<file path="src/tef_params.svh">
// constants for the transient earth fault stage
`ifndef TEF_PARAMS_SVH
`define TEF_PARAMS_SVH
`define TEF_CLK_HZ 10000000
`define TEF_SAMPLE_US 625
`define TEF_TICK_CYC (`TEF_SAMPLE_US * (`TEF_CLK_HZ / 1000000))
`define TEF_SMP_PER_CYC 32
`define TEF_STEP_MS 10
`define TEF_STEP_TICKS (`TEF_STEP_MS * 1000 / `TEF_SAMPLE_US)
`define TEF_OFS_CFG0 4'h0
`define TEF_OFS_CFG1 4'h4
`define TEF_OFS_INTT 4'h8
`define TEF_OFS_RSTD 4'hc
`define TEF_GRP_STRIDE 8'h10
`define TEF_OFS_CTRL 8'h40
`define TEF_OFS_STATUS 8'h44
`define TEF_PEAKS_LSB 16
`define TEF_SENS_BIT 8
`define TEF_DIR_BIT 9
`define TEF_PEAKS_MIN 5'd1
`define TEF_PEAKS_MAX 5'd20
`define TEF_OPDLY_MAX 14'd15000
`define TEF_INTT_MAX 15'd30000
`define TEF_RSTD_MIN 15'd6
`define TEF_RSTD_MAX 15'd30000
`define TEF_ULVL_MIN 7'd1
`define TEF_ULVL_MAX 7'd60
`define TEF_RST_PEAKS 5'd2
`define TEF_RST_OPDLY 14'd8
`define TEF_RST_INTT 15'd20
`define TEF_RST_RSTD 15'd6
`define TEF_RST_ULVL 7'd10
`define TEF_I0_NOM 16'h2000
`define TEF_I0_THR_NORM (`TEF_I0_NOM / 10)
`define TEF_I0_THR_SENS (`TEF_I0_NOM / 40)
`define TEF_U0_NOM 16'h4000
`define TEF_HYST_PERMIL 97
`endif

</file>
<file path="src/tef_pkg.sv">
// types for the transient earth fault stage
package tef_pkg;
	typedef logic signed [15:0] sample_t;
	typedef logic [15:0] mag_t;
	typedef enum logic [1:0] {
		ST_IDLE = 2'b00,
		ST_START = 2'b01,
		ST_TRIP = 2'b11,
		ST_HOLD = 2'b10
	} stage_state_t;
endpackage : tef_pkg

</file>
<file path="src/tef_peak_detect.sv">
// residual current transient peak and direction detector
`timescale 1ns/1ns
`include "tef_params.svh"
module tef_peak_detect (
	input wire logic pclk,
	input wire logic presetn,
	input wire logic tick,
	input tef_pkg::sample_t residual_current,
	input tef_pkg::sample_t neutral_displacement_voltage,
	input wire logic sens,
	input wire logic dir_rev,
	output logic peak
);
	import tef_pkg::*;
	mag_t i_abs;
	mag_t thr;
	mag_t cyc_max_r;
	mag_t fund_pk_r;
	logic [4:0] idx_r;
	logic over_r;
	logic over;
	logic dir_ok;
	assign i_abs = residual_current[15] ? 16'(-residual_current) : 16'(residual_current);
	assign thr = sens ? 16'(`TEF_I0_THR_SENS) : 16'(`TEF_I0_THR_NORM);
	// direction from sign relation, not amplitude
	assign dir_ok = (residual_current[15] != neutral_displacement_voltage[15]) ^ dir_rev;
	assign over = (i_abs > thr) && (i_abs > fund_pk_r) && dir_ok;
	// --------------------------------
	// previous power cycle sample peak
	// --------------------------------
	always_ff @(posedge pclk or negedge presetn) begin
		if (!presetn) begin
			idx_r <= 5'h0;
			cyc_max_r <= 16'h0;
			fund_pk_r <= 16'hffff;
		end else if (tick) begin
			idx_r <= idx_r + 5'h1;
			if (idx_r == 5'(`TEF_SMP_PER_CYC - 1)) begin
				fund_pk_r <= (i_abs > cyc_max_r) ? i_abs : cyc_max_r;
				cyc_max_r <= 16'h0;
			end else if (i_abs > cyc_max_r) begin
				cyc_max_r <= i_abs;
			end
		end
	end
	// --------------------------------
	// one pulse per new excursion
	// --------------------------------
	always_ff @(posedge pclk or negedge presetn) begin
		if (!presetn) begin
			over_r <= 1'b0;
			peak <= 1'b0;
		end else begin
			peak <= tick && over && !over_r;
			if (tick) begin
				over_r <= over;
			end
		end
	end
	peak_above_fund_a: assert property (@(posedge pclk) disable iff (!presetn)
		peak |-> $past(i_abs > fund_pk_r && i_abs > thr))
		else $error("peak flagged below fundamental peak or threshold");
endmodule : tef_peak_detect

</file>
<file path="src/tef_u0_level.sv">
// neutral displacement voltage level with release hysteresis
`timescale 1ns/1ns
`include "tef_params.svh"
module tef_u0_level (
	input wire logic pclk,
	input wire logic presetn,
	input wire logic tick,
	input tef_pkg::sample_t neutral_displacement_voltage,
	input wire logic [6:0] level_pct,
	output logic u_ok
);
	import tef_pkg::*;
	mag_t u_abs;
	mag_t cyc_max_r;
	mag_t pk;
	logic [4:0] idx_r;
	logic [31:0] pk_scaled;
	logic [31:0] start_lim;
	logic [31:0] rel_lim;
	assign u_abs = neutral_displacement_voltage[15] ? 16'(-neutral_displacement_voltage)
		: 16'(neutral_displacement_voltage);
	assign pk = (u_abs > cyc_max_r) ? u_abs : cyc_max_r;
	assign pk_scaled = {16'h0, pk} * 32'd10000;
	assign start_lim = {25'h0, level_pct} * 32'(`TEF_U0_NOM) * 32'd100;
	assign rel_lim = {25'h0, level_pct} * 32'(`TEF_U0_NOM) * 32'(`TEF_HYST_PERMIL);
	// --------------------------------
	// per cycle level decision
	// --------------------------------
	always_ff @(posedge pclk or negedge presetn) begin
		if (!presetn) begin
			idx_r <= 5'h0;
			cyc_max_r <= 16'h0;
			u_ok <= 1'b0;
		end else if (tick) begin
			idx_r <= idx_r + 5'h1;
			if (idx_r == 5'(`TEF_SMP_PER_CYC - 1)) begin
				cyc_max_r <= 16'h0;
				if (pk_scaled >= start_lim) begin
					u_ok <= 1'b1;
				end else if (pk_scaled < rel_lim) begin
					u_ok <= 1'b0;
				end
			end else begin
				cyc_max_r <= pk;
			end
		end
	end
	u_hyst_a: assert property (@(posedge pclk) disable iff (!presetn)
		$fell(u_ok) |-> $past(pk_scaled < rel_lim && tick))
		else $error("voltage released above hysteresis limit");
endmodule : tef_u0_level

</file>
<file path="src/transient_earth_fault_stage.sv">
// transient intermittent earth fault stage with apb settings
`timescale 1ns/1ns
`include "tef_params.svh"
module transient_earth_fault_stage #(
	parameter int TICK_CYC = `TEF_TICK_CYC
) (
	input wire logic pclk,
	input wire logic presetn,
	input wire logic psel,
	input wire logic penable,
	input wire logic pwrite,
	input wire logic [7:0] paddr,
	input wire logic [31:0] pwdata,
	output logic [31:0] prdata,
	output logic pready,
	output logic pslverr,
	input tef_pkg::sample_t residual_current,
	input tef_pkg::sample_t neutral_displacement_voltage,
	input wire logic reclose_block,
	output logic stage_start,
	output logic stage_trip
);
	import tef_pkg::*;
	// --------------------------------
	// setting groups
	// --------------------------------
	logic [4:0] peaks_r [4];
	logic [13:0] opdly_r [4];
	logic [6:0] ulvl_r [4];
	logic sens_r [4];
	logic dir_r [4];
	logic [14:0] intt_r [4];
	logic [14:0] rstd_r [4];
	logic [1:0] grp_r;
	logic [1:0] wgrp;
	logic [3:0] wofs;
	logic grp_hit;
	logic [4:0] w_peaks;
	logic [13:0] w_op;
	logic [14:0] w_t;
	logic [6:0] w_lvl;
	logic bad;
	logic [31:0] rd;
	logic wr;
	// --------------------------------
	// sample tick and 10 ms step
	// --------------------------------
	logic [12:0] tick_cnt_r;
	logic tick_r;
	logic [3:0] step_cnt_r;
	logic step_r;
	// --------------------------------
	// stage state
	// --------------------------------
	stage_state_t state_r;
	stage_state_t state_nxt;
	logic [4:0] cnt_r;
	logic [15:0] op_tmr_r;
	logic [14:0] int_tmr_r;
	logic [14:0] rst_tmr_r;
	logic op_done;
	logic int_done;
	logic rst_done;
	logic cnt_met;
	logic trip_ok;
	logic peak;
	logic u_ok;
	logic blk_m_r;
	logic blk_s_r;
	sample_t i_smp_r;
	sample_t u_smp_r;
	assign wgrp = paddr[5:4];
	assign wofs = paddr[3:0];
	assign grp_hit = (paddr[7:6] == 2'b00);
	assign w_peaks = pwdata[`TEF_PEAKS_LSB +: 5];
	assign w_op = pwdata[13:0];
	assign w_t = pwdata[14:0];
	assign w_lvl = pwdata[6:0];
	// --------------------------------
	// address decode and validation
	// --------------------------------
	always_comb begin
		bad = 1'b0;
		rd = 32'h0;
		if (grp_hit) begin
			unique case (wofs)
				`TEF_OFS_CFG0: begin
					rd = {11'h0, peaks_r[wgrp], 2'h0, opdly_r[wgrp]};
					bad = pwrite && (w_peaks < `TEF_PEAKS_MIN || w_peaks > `TEF_PEAKS_MAX
						|| w_op == 14'h0 || w_op > `TEF_OPDLY_MAX
						|| {10'h0, w_peaks} > {w_op, 1'b0});
				end
				`TEF_OFS_CFG1: begin
					rd = {22'h0, dir_r[wgrp], sens_r[wgrp], 1'b0, ulvl_r[wgrp]};
					bad = pwrite && (w_lvl < `TEF_ULVL_MIN || w_lvl > `TEF_ULVL_MAX);
				end
				`TEF_OFS_INTT: begin
					rd = {17'h0, intt_r[wgrp]};
					bad = pwrite && (w_t == 15'h0 || w_t > `TEF_INTT_MAX);
				end
				`TEF_OFS_RSTD: begin
					rd = {17'h0, rstd_r[wgrp]};
					bad = pwrite && (w_t < `TEF_RSTD_MIN || w_t > `TEF_RSTD_MAX);
				end
				default: begin
					bad = 1'b1;
				end
			endcase
		end else if (paddr == `TEF_OFS_CTRL) begin
			rd = {30'h0, grp_r};
		end else if (paddr == `TEF_OFS_STATUS) begin
			rd = {16'h0, cnt_r, 3'h0, blk_s_r, u_ok, state_r, 2'h0, stage_trip, stage_start};
			bad = pwrite;
		end else begin
			bad = 1'b1;
		end
	end
	// --------------------------------
	// apb answer, one cycle after setup
	// --------------------------------
	always_ff @(posedge pclk or negedge presetn) begin
		if (!presetn) begin
			pready <= 1'b0;
			pslverr <= 1'b0;
			prdata <= 32'h0;
		end else begin
			pready <= psel && !penable;
			pslverr <= psel && !penable && bad;
			prdata <= (psel && !penable && !pwrite && !bad) ? rd : 32'h0;
		end
	end
	assign wr = psel && penable && pready && pwrite && !pslverr;
	// --------------------------------
	// setting storage
	// --------------------------------
	genvar g;
	generate
		for (g = 0; g < 4; g++) begin : grp_g
			always_ff @(posedge pclk or negedge presetn) begin
				if (!presetn) begin
					peaks_r[g] <= `TEF_RST_PEAKS;
					opdly_r[g] <= `TEF_RST_OPDLY;
					ulvl_r[g] <= `TEF_RST_ULVL;
					sens_r[g] <= 1'b0;
					dir_r[g] <= 1'b0;
					intt_r[g] <= `TEF_RST_INTT;
					rstd_r[g] <= `TEF_RST_RSTD;
				end else if (wr && grp_hit && wgrp == 2'(g)) begin
					if (wofs == `TEF_OFS_CFG0) begin
						peaks_r[g] <= w_peaks;
						opdly_r[g] <= w_op;
					end
					if (wofs == `TEF_OFS_CFG1) begin
						ulvl_r[g] <= w_lvl;
						sens_r[g] <= pwdata[`TEF_SENS_BIT];
						dir_r[g] <= pwdata[`TEF_DIR_BIT];
					end
					if (wofs == `TEF_OFS_INTT) begin
						intt_r[g] <= w_t;
					end
					if (wofs == `TEF_OFS_RSTD) begin
						rstd_r[g] <= w_t;
					end
				end
			end
		end
	endgenerate
	always_ff @(posedge pclk or negedge presetn) begin
		if (!presetn) begin
			grp_r <= 2'h0;
		end else if (wr && paddr == `TEF_OFS_CTRL) begin
			grp_r <= pwdata[1:0];
		end
	end
	// --------------------------------
	// timebase
	// --------------------------------
	always_ff @(posedge pclk or negedge presetn) begin
		if (!presetn) begin
			tick_cnt_r <= 13'h0;
			tick_r <= 1'b0;
			step_cnt_r <= 4'h0;
			step_r <= 1'b0;
		end else begin
			tick_r <= (tick_cnt_r == 13'(TICK_CYC - 1));
			tick_cnt_r <= (tick_cnt_r == 13'(TICK_CYC - 1)) ? 13'h0 : tick_cnt_r + 13'h1;
			step_r <= tick_r && (step_cnt_r == 4'(`TEF_STEP_TICKS - 1));
			if (tick_r) begin
				step_cnt_r <= step_cnt_r + 4'h1;
			end
		end
	end
	// --------------------------------
	// sample capture and block sync
	// --------------------------------
	always_ff @(posedge pclk or negedge presetn) begin
		if (!presetn) begin
			i_smp_r <= 16'sh0;
			u_smp_r <= 16'sh0;
		end else if (tick_r) begin
			i_smp_r <= residual_current;
			u_smp_r <= neutral_displacement_voltage;
		end
	end
	always_ff @(posedge pclk or negedge presetn) begin
		if (!presetn) begin
			blk_m_r <= 1'b0;
			blk_s_r <= 1'b0;
		end else begin
			blk_m_r <= reclose_block;
			blk_s_r <= blk_m_r;
		end
	end
	tef_peak_detect peak_u (
		.pclk(pclk),
		.presetn(presetn),
		.tick(tick_r),
		.residual_current(i_smp_r),
		.neutral_displacement_voltage(u_smp_r),
		.sens(sens_r[grp_r]),
		.dir_rev(dir_r[grp_r]),
		.peak(peak)
	);
	tef_u0_level u0_u (
		.pclk(pclk),
		.presetn(presetn),
		.tick(tick_r),
		.neutral_displacement_voltage(u_smp_r),
		.level_pct(ulvl_r[grp_r]),
		.u_ok(u_ok)
	);
	// --------------------------------
	// stage sequencing
	// --------------------------------
	assign op_done = (op_tmr_r >= {1'b0, opdly_r[grp_r], 1'b0});
	assign int_done = (int_tmr_r >= intt_r[grp_r]);
	assign rst_done = (rst_tmr_r >= rstd_r[grp_r]);
	assign cnt_met = (cnt_r >= peaks_r[grp_r]);
	assign trip_ok = op_done && cnt_met && u_ok && !int_done;
	always_comb begin
		state_nxt = state_r;
		unique case (state_r)
			ST_IDLE: begin
				if (peak) begin
					state_nxt = ST_START;
				end
			end
			ST_START: begin
				if (trip_ok) begin
					state_nxt = ST_TRIP;
				end else if (int_done) begin
					state_nxt = ST_IDLE;
				end
			end
			ST_TRIP: begin
				if (int_done || !u_ok) begin
					state_nxt = ST_HOLD;
				end
			end
			ST_HOLD: begin
				if (peak && u_ok) begin
					state_nxt = ST_TRIP;
				end else if (rst_done) begin
					state_nxt = ST_IDLE;
				end
			end
		endcase
		if (blk_s_r) begin
			state_nxt = ST_IDLE;
		end
	end
	always_ff @(posedge pclk or negedge presetn) begin
		if (!presetn) begin
			state_r <= ST_IDLE;
		end else begin
			state_r <= state_nxt;
		end
	end
	// peak counter, cleared on release
	always_ff @(posedge pclk or negedge presetn) begin
		if (!presetn) begin
			cnt_r <= 5'h0;
		end else if (state_nxt == ST_IDLE) begin
			cnt_r <= 5'h0;
		end else if (peak && cnt_r != 5'h1f) begin
			cnt_r <= cnt_r + 5'h1;
		end
	end
	// operation delay from first peak
	always_ff @(posedge pclk or negedge presetn) begin
		if (!presetn) begin
			op_tmr_r <= 16'h0;
		end else if (state_r == ST_IDLE) begin
			op_tmr_r <= 16'h0;
		end else if (step_r && !op_done) begin
			op_tmr_r <= op_tmr_r + 16'h1;
		end
	end
	// intermittent window restarts on each peak
	always_ff @(posedge pclk or negedge presetn) begin
		if (!presetn) begin
			int_tmr_r <= 15'h0;
		end else if (state_r == ST_IDLE || peak) begin
			int_tmr_r <= 15'h0;
		end else if (step_r && !int_done) begin
			int_tmr_r <= int_tmr_r + 15'h1;
		end
	end
	// reset delay runs only while holding
	always_ff @(posedge pclk or negedge presetn) begin
		if (!presetn) begin
			rst_tmr_r <= 15'h0;
		end else if (state_r != ST_HOLD) begin
			rst_tmr_r <= 15'h0;
		end else if (step_r && !rst_done) begin
			rst_tmr_r <= rst_tmr_r + 15'h1;
		end
	end
	// --------------------------------
	// outputs
	// --------------------------------
	always_ff @(posedge pclk or negedge presetn) begin
		if (!presetn) begin
			stage_start <= 1'b0;
			stage_trip <= 1'b0;
		end else begin
			stage_start <= (state_nxt != ST_IDLE);
			stage_trip <= (state_nxt == ST_TRIP || state_nxt == ST_HOLD);
		end
	end
	// --------------------------------
	// checks
	// --------------------------------
	tick_period_a: assert property (@(posedge pclk) disable iff (!presetn)
		tick_r |=> !tick_r)
		else $error("sample tick longer than one cycle");
	trip_all_met_a: assert property (@(posedge pclk) disable iff (!presetn)
		state_r == ST_START ##1 state_r == ST_TRIP |-> $past(op_done && cnt_met))
		else $error("trip entered without delay and peak count");
	trip_voltage_a: assert property (@(posedge pclk) disable iff (!presetn)
		$rose(stage_trip) |-> $past(u_ok))
		else $error("trip raised without voltage above limit");
	hold_release_a: assert property (@(posedge pclk) disable iff (!presetn)
		state_r == ST_HOLD && !rst_done && !blk_s_r |=> stage_trip)
		else $error("trip dropped before reset delay");
	first_peak_a: assert property (@(posedge pclk) disable iff (!presetn)
		state_r == ST_IDLE && peak && !blk_s_r |=> state_r == ST_START ##1 stage_start)
		else $error("first peak did not start the stage");
	late_peak_a: assert property (@(posedge pclk) disable iff (!presetn)
		state_r == ST_START && trip_ok && !blk_s_r |=> state_r == ST_TRIP ##1 stage_trip)
		else $error("late last peak did not trip at once");
	window_clear_a: assert property (@(posedge pclk) disable iff (!presetn)
		state_r == ST_START && int_done && !trip_ok |=> state_r == ST_IDLE && cnt_r == 5'h0)
		else $error("window expiry did not release and clear");
	block_off_a: assert property (@(posedge pclk) disable iff (!presetn)
		blk_s_r |=> !stage_start && !stage_trip)
		else $error("outputs active while blocked");
	setting_sane_a: assert property (@(posedge pclk) disable iff (!presetn)
		{10'h0, peaks_r[grp_r]} <= {opdly_r[grp_r], 1'b0})
		else $error("stored peak count exceeds delay allowance");
endmodule : transient_earth_fault_stage

</file>
<file path="config.mk">
export PLATFORM = sky130hd
export DESIGN_NAME = transient_earth_fault_stage
export DESIGN_NICKNAME = d
export VERILOG_FILES = /design/src/tef_pkg.sv /design/src/tef_peak_detect.sv /design/src/tef_u0_level.sv /design/src/transient_earth_fault_stage.sv
export VERILOG_INCLUDE_DIRS = /design/src /design/src/src
export SDC_FILE = /design/constraint.sdc
export NUM_CORES = 1
export LEC_CHECK = 0
export BUFFER_PORTS_ARGS = -buffer_cell sky130_fd_sc_hd__buf_2
export CAP_MARGIN = 10
export CELL_PAD_IN_SITES_DETAIL_PLACEMENT = 1
export CELL_PAD_IN_SITES_GLOBAL_PLACEMENT = 1
export CORE_MARGIN = 10
export CORE_UTILIZATION = 55
export CTS_CLUSTER_DIAMETER = 80
export DETAILED_ROUTE_END_ITERATION = 10
export PLACE_DENSITY = 0.95
export SETUP_SLACK_MARGIN = 0.02
export SLEW_MARGIN = 20
export SYNTH_ARGS = -nofsm -noshare
export SYNTH_HDL_FRONTEND = slang
export SYNTH_SLANG_ARGS = --single-unit
</file>
<file path="constraint.sdc">
create_clock -name pclk -period 22.7 [get_ports pclk]
set_input_delay 2.27 -clock pclk [delete_from_list [all_inputs] [get_ports pclk]]
set_output_delay 2.27 -clock pclk [all_outputs]
set_load 0.02 [all_outputs]
</file>
After elaboration in Yosys (flattened, before gate mapping)
Index checks and enable logic that the tools add are counted.
{ "op_classes": {"addsub": 10, "multipliers": 3, "n_lt_le_gt_ge": 20, "eq_ne": 20, "n_mux": 77, "n_bitwise": 3, "n_reduce_logical": 81} }
{ "op_table": {"columns": ["operator", "n"], "rows": [
  ["2-to-1 mux 15 bit", 12],
  ["2-to-1 mux 16 bit", 10],
  ["binary-select mux 15 bit (select 2 bit)", 4],
  ["one-hot mux 21 bit (4 select lines)", 1],
  ["greater-than comparator 16 bit", 4],
  ["2-to-1 mux 32 bit", 2],
  ["binary-select mux 14 bit (select 2 bit)", 2],
  ["2-to-1 mux 14 bit", 4],
  ["AND reduction 2 bit", 17],
  ["negator 16 bit", 2],
  ["logical AND 1 bit", 31],
  ["adder 15 x 1 -> 15 bit, second input constant", 2],
  [">= comparator 15 bit", 2],
  [">= comparator 30 x 29 -> 1 bit", 1],
  ["less-than comparator 30 x 29 -> 1 bit", 1],
  ["2-to-1 mux 5 bit", 6],
  ["binary-select mux 7 bit (select 2 bit)", 2],
  ["2-to-1 mux 7 bit", 4],
  ["multiplier 16 x 10 -> 26 bit, second input constant", 1],
  ["binary-select mux 5 bit (select 2 bit)", 2],
  ["adder 16 x 1 -> 16 bit, second input constant", 1],
  ["equality test 8 x 7 -> 1 bit, second input constant", 2],
  [">= comparator 16 x 15 -> 1 bit", 1],
  ["adder 5 x 1 -> 5 bit, second input constant", 3],
  ["40 further kinds", 97]
]} }
{ "totals": {"register_bits": 437, "in_bits": 78, "output_inout_bits": 36, "word_cells": 269} }

Depth between registers and ports, before layout
{ "depth": {"word_depth": 13, "ltp_mapped": 40, "ltp_nobuf": 38} }

Modules after synthesis
From an unflattened synthesis, not the netlist that was laid out.
{ "unflattened": {"cells_unflattened": 2569, "area_unflattened_um2": 28720.0} }
{ "by_module_without_submodules": {"columns": ["mod", "n_inst", "cells_each", "area_each_um2", "seq_area_each_um2"], "rows": [
  ["transient_earth_fault_stage", 1, 1511, 19401.1, 9173.8],
  ["tef_u0_level", 1, 654, 5735.5, 550.5],
  ["tef_peak_detect", 1, 404, 3583.4, 996.0]
]} }

Worst setup path before layout
OpenSTA, ideal clock, no wires.
{ "synth_timing": {"path_type": "register to register", "startpoint": "register u_smp_r[2]", "endpoint": "register u0_u.u_ok", "setup_ns": 0.087, "arrival_time_ns": 8.925, "required_ns": 22.613, "setup_slack_ns": 13.688, "stages_incl_launch_ff": 36, "path_buffers": 2, "period_less_slack_ns": 9.012, "cell_sequence": "dfrtp_1 -> or4_1 -> o41ai_1 -> xnor2_1 -> ha_1 -> a2111oi_0 -> a31oi_1 -> o21ai_1 -> buf_2 -> buf_1 -> mux2i_1 -> inv_1 -> fa_1 -> ha_1 -> inv_1 -> fa_1 -> inv_1 -> ha_1 -> inv_1 -> fa_1 -> inv_1 -> ha_1 -> and3_1 -> o2bb2ai_1 -> o31ai_1 -> a311oi_1 -> a311o_1 -> a41o_1 -> and3_1 -> ha_1 -> o21ai_0 -> nor3_1 -> nand3_1 -> or4_1 -> a31o_2 -> o211ai_1"} }
{ "synth_via": {"elab_chain_cells": 8, "elab_cells_between_ends": 10, "cone_classes": "add/sub: 1; mul: 1; order compare: 3; mux: 3; reduce/logical: 2"} }
{ "synth_lines": {"columns": ["item", "line_no", "rtl"], "rows": [
  ["start, declared", "transient_earth_fault_stage.sv:71", "sample_t u_smp_r;"],
  ["start signal, assigned", "transient_earth_fault_stage.sv:202", "u_smp_r <= neutral_displacement_voltage;"],
  ["negator 16 bit", "tef_u0_level.sv:20", "assign u_abs = neutral_displacement_voltage[15] ? 16'(-neutral_displacement_voltage)"],
  ["2-to-1 mux 16 bit (*)", "tef_u0_level.sv:20", null],
  ["greater-than comparator 16 bit", "tef_u0_level.sv:22", "assign pk = (u_abs > cyc_max_r) ? u_abs : cyc_max_r;"],
  ["2-to-1 mux 16 bit (*)", "tef_u0_level.sv:22", null],
  ["multiplier 16 x 10 -> 26 bit (*)", "tef_u0_level.sv:23", "assign pk_scaled = {16'h0, pk} * 32'd10000;"],
  ["less-than comparator 30 x 29 -> 1 bit or >= comparator 30 x 29 -> 1 bit (tied branches)", "tef_u0_level.sv:40, tef_u0_level.sv:38", null],
  ["nonzero test 2 bit (no line)", null, null],
  ["AND reduction 3 bit (no line)", null, null],
  ["end signal, assigned", "tef_u0_level.sv:33", "u_ok <= 1'b0;"],
  ["end signal, assigned", "tef_u0_level.sv:39", "u_ok <= 1'b1;"],
  ["end signal, assigned", "tef_u0_level.sv:41", "u_ok <= 1'b0;"],
  ["end, declared", "tef_u0_level.sv:10", "output logic u_ok"]
]} }
Mark *: on every way between the ends. The rest lies on a longest branch, timed or not.
A chain may end at the register's enable or synchronous reset.

Final worst setup path
Same ends and word-level chain as after synthesis.

==> flow_metrics.tcl <==
set metrics [dict create \
    clk_path_buf_depth 3 \
    final_hold_viol_count 0 \
    leakagePower_nw 14.39 \
    fin_tns_setup_ns 0 \
    slew_headroom_pct 21.15 \
    synthXorXnorAreaFrac_pct 3.193 \
    critical-path-max-stage-delay_ns 0.69 \
    num_vias 22940 \
    power.total_mw 1.640 \
    synth_top_family_by_area "multiplexers" \
    nNetsFinal 2886 \
    synth-compound-area-share_pct 8.900 \
    rsz0062_at_grt "false" \
    vdd_drop_max_mv 0.06199 \
    tightestPinTransition_ns 1.181 \
    grt_max_degree 107 \
    yosys_warnings 0 \
    first_pass_iters 6 \
    placement_rows 82 \
    cp.arrival_ns 11.58 \
    slew_viol_final 0 \
    cts_setup_buffers 0 \
    ys.flop_type "dfrtp_1" \
    cts_resized 0 \
    grtUsageTotal_pct 34.42 \
    synthAdderAreaFrac_pct 14.28 \
    n_fill_cell 5098 \
    die_width_um 245.5 \
    grt_first_pass_wirelength_um 159900 \
    ctsRootBufferMaster "clkbuf_16" \
    clock_latency_ns 0.63 \
    cts_tree "yes" \
    ys_ff_latch 426 \
    ant_nets 0 \
    clkTransAtPathRegs_ns 0.08 \
    crit_path_end_kind "flip-flop" \
    clock_sinks 426 \
    netlist_area_um2 27980 \
    syn_area_per_cell_um2 11.35 \
    critPathKind "flip-flop to flip-flop" \
    io-pin-count 114 \
    remaining_drc_errors 0 \
    startpoint_type "flip-flop" \
    ctsHoldBuffers 0 \
    start_util_pct 55.65 \
    die_area_um2 60290 \
    area_growth_pct 9.428 \
    cts_buffers 46 \
    synthArstFlopShare_pct 100.0 \
    syn-instance-count 2466 \
    ys_types 79 \
    drive_gt1_share_pct 25.27 \
    htree_num_levels 2 \
    fin_worst_skew_ns 0.02391 \
    core_um2 50270 \
    power_density_nw_per_um2 53.58 \
    wl_per_cell_um 32.57 \
    wirelength_um 105100 \
    synth_enable_flop_cells 0 \
    cp.required_ns 23.20 \
    grt-ovfl-total 0 \
    yosysSeqAreaShare_pct 38.32 \
    hpwl_um 65700 \
    crit_fanout 20 \
    post-route-min-period_ns 11.08 \
    cap_violations 0 \
    setup_viol 0 \
    hold_class "flip-flop to flip-flop" \
    synth-simple-area-share_pct 8.766 \
    grt_pass1_vias 25850 \
    muxShareOfSynthArea_pct 21.55 \
    slowest_stage "or4_1" \
    avgViaCountPerCell 7.114 \
    grt_antenna_before_repair 6 \
    gp_congestion 0.8874 \
    finalCritPeriodShare_pct 48.81 \
    status "complete, no violations" \
    drt_iter0_drc 2553 \
    io_buffers 90 \
    die_y_um 245.5 \
    timing.fmax_mhz 90.25 \
]
## cell usage after synthesis (38+ instances only)
cell type  instances  share of area, %
dfrtp_1          378                34
dfstp_2           48               4.5
a21oi_1           71               1.3
ha_1             257                11
nand4_1           42              0.94
mux4_2           116               9.3
xnor2_1           64               2.0
o21ai_0           71               1.3
nor2_1           138               1.9
nand3_1           38              0.68
fa_1              39               2.8
nand2_1          108               1.4
mux2_2           266                11
mux2i_1           41               1.5
inv_1            232               3.1
clkbuf_1          84               1.1
xor2_1            38               1.2
## cell families after synthesis
kind of cell | Yosys count
multiplexers | 424
XOR/XNOR | 102
adder cells (fa/ha/maj) | 296
AO/OA/AOI/OAI | 370
flip-flops | 426
buffers and inverters | 355
AND/OR/NAND/NOR | 492
other | 1
## area by class of cell
cell class / instances / area, µm² / share of cell area [%]
Multi-Input combinational cell: 1695 / 15980 / 52.21
Sequential cell: 426 / 10730 / 35.04
Clock buffer: 70 / 1353 / 4.418
Inverter: 232 / 870.8 / 2.845
Tap cell: 672 / 840.8 / 2.746
Timing Repair Buffer: 111 / 631.9 / 2.064
Clock inverter: 14 / 195.2 / 0.6376
Antenna cell: 5 / 12.51 / 0.04087
## sequential cells by signal (all words and copies together), names as in the netlist, 16 cells and up
| name | cells |
|---|---|
| u0_u.cyc_max_r | 16 |
| u_smp_r | 16 |
| prdata | 21 |
| opdly_r | 56 |
| ulvl_r | 28 |
| peak_u.fund_pk_r | 16 |
| op_tmr_r | 16 |
| rstd_r | 60 |
| i_smp_r | 16 |
| peak_u.cyc_max_r | 16 |
| intt_r | 60 |
| peaks_r | 20 |
## where the power goes
| part | switching [mW] | total, mW | internal [mW] |
|---|---|---|---|
| Clock | 0.351 | 0.808 | 0.458 |
| Combinational | 0.0515 | 0.0680 | 0.0165 |
| Sequential | 0.00246 | 0.764 | 0.761 |
## cells in the final DEF, fill, tap and decap left out, drive strengths merged, types with 15 or more instances in the layout
| cell type | n |
|---|---|
| clkbuf | 71 |
| nand2 | 108 |
| nor2b | 17 |
| dfstp | 48 |
| mux4 | 116 |
| nor3 | 29 |
| nand4 | 42 |
| a21o | 33 |
| or4 | 15 |
| o21ai | 91 |
| a21oi | 71 |
| nand3 | 38 |
| xnor2 | 64 |
| mux2i | 41 |
| nor2 | 138 |
| nand2b | 20 |
| mux2 | 267 |
| buf | 110 |
| fa | 39 |
| a22o | 21 |
| xor2 | 38 |
| dfrtp | 378 |
| and3 | 22 |
| inv | 232 |
| ha | 257 |
| or3 | 18 |
## path summary, 6_finish.rpt
kind	from	endpoint	slack, ns	cells after the start
hold / removal	blk_m_r	blk_s_r	0.43	0
min in group asynchronous	presetn	u_smp_r[7]	1.74	1
setup / recovery	u_smp_r[2]	u0_u.u_ok	11.62	32
hold reg to reg	blk_m_r	blk_s_r	0.43	0
max in group asynchronous	presetn	grp_r[0]	18.57	3
setup reg to reg	u_smp_r[2]	u0_u.u_ok	11.62	32
## metrics by stage
| step | instances | hold WS [ns] | utilization [%] | setup WS, ns | area (µm²) |
|---|---|---|---|---|---|
| after floorplan | 2476 | 0.3312 | - | 13.69 | 28010 |
| after detailed placement | 3135 | 0.3744 | 57.70 | 11.71 | 29010 |
| final | 3225 | 0.4251 | 60.90 | 11.62 | 30610 |
| after CTS | 3219 | 0.4204 | 60.78 | 11.52 | 30550 |
| after global routing | 3224 | 0.4238 | 60.89 | 11.24 | 30610 |
| after global placement | 3135 | 0.3397 | 57.70 | 12.68 | 29010 |
## worst max-delay path, delay by kind of cell, from the launching register on
kind,cells,cell delay [ns]
XOR/XNOR,1,0.27
AO/OA/AOI/OAI,14,4.93
adder cells (fa/ha/maj),8,3.06
multiplexers,1,0.68
flip-flops,1,0.45
buffers and inverters,5,0.47
AND/OR/NAND/NOR,3,1.08
## metal layers
layer	vias to the layer above	global-route usage, %	part of all wire (%)
li1	9037	-	-
met2	1595	57.81	49
met5	-	0	0.012
met4	2	26.07	8.5
met1	11620	36.94	34
met3	687	8.808	8.5
(Power assumes the default switching activity.)
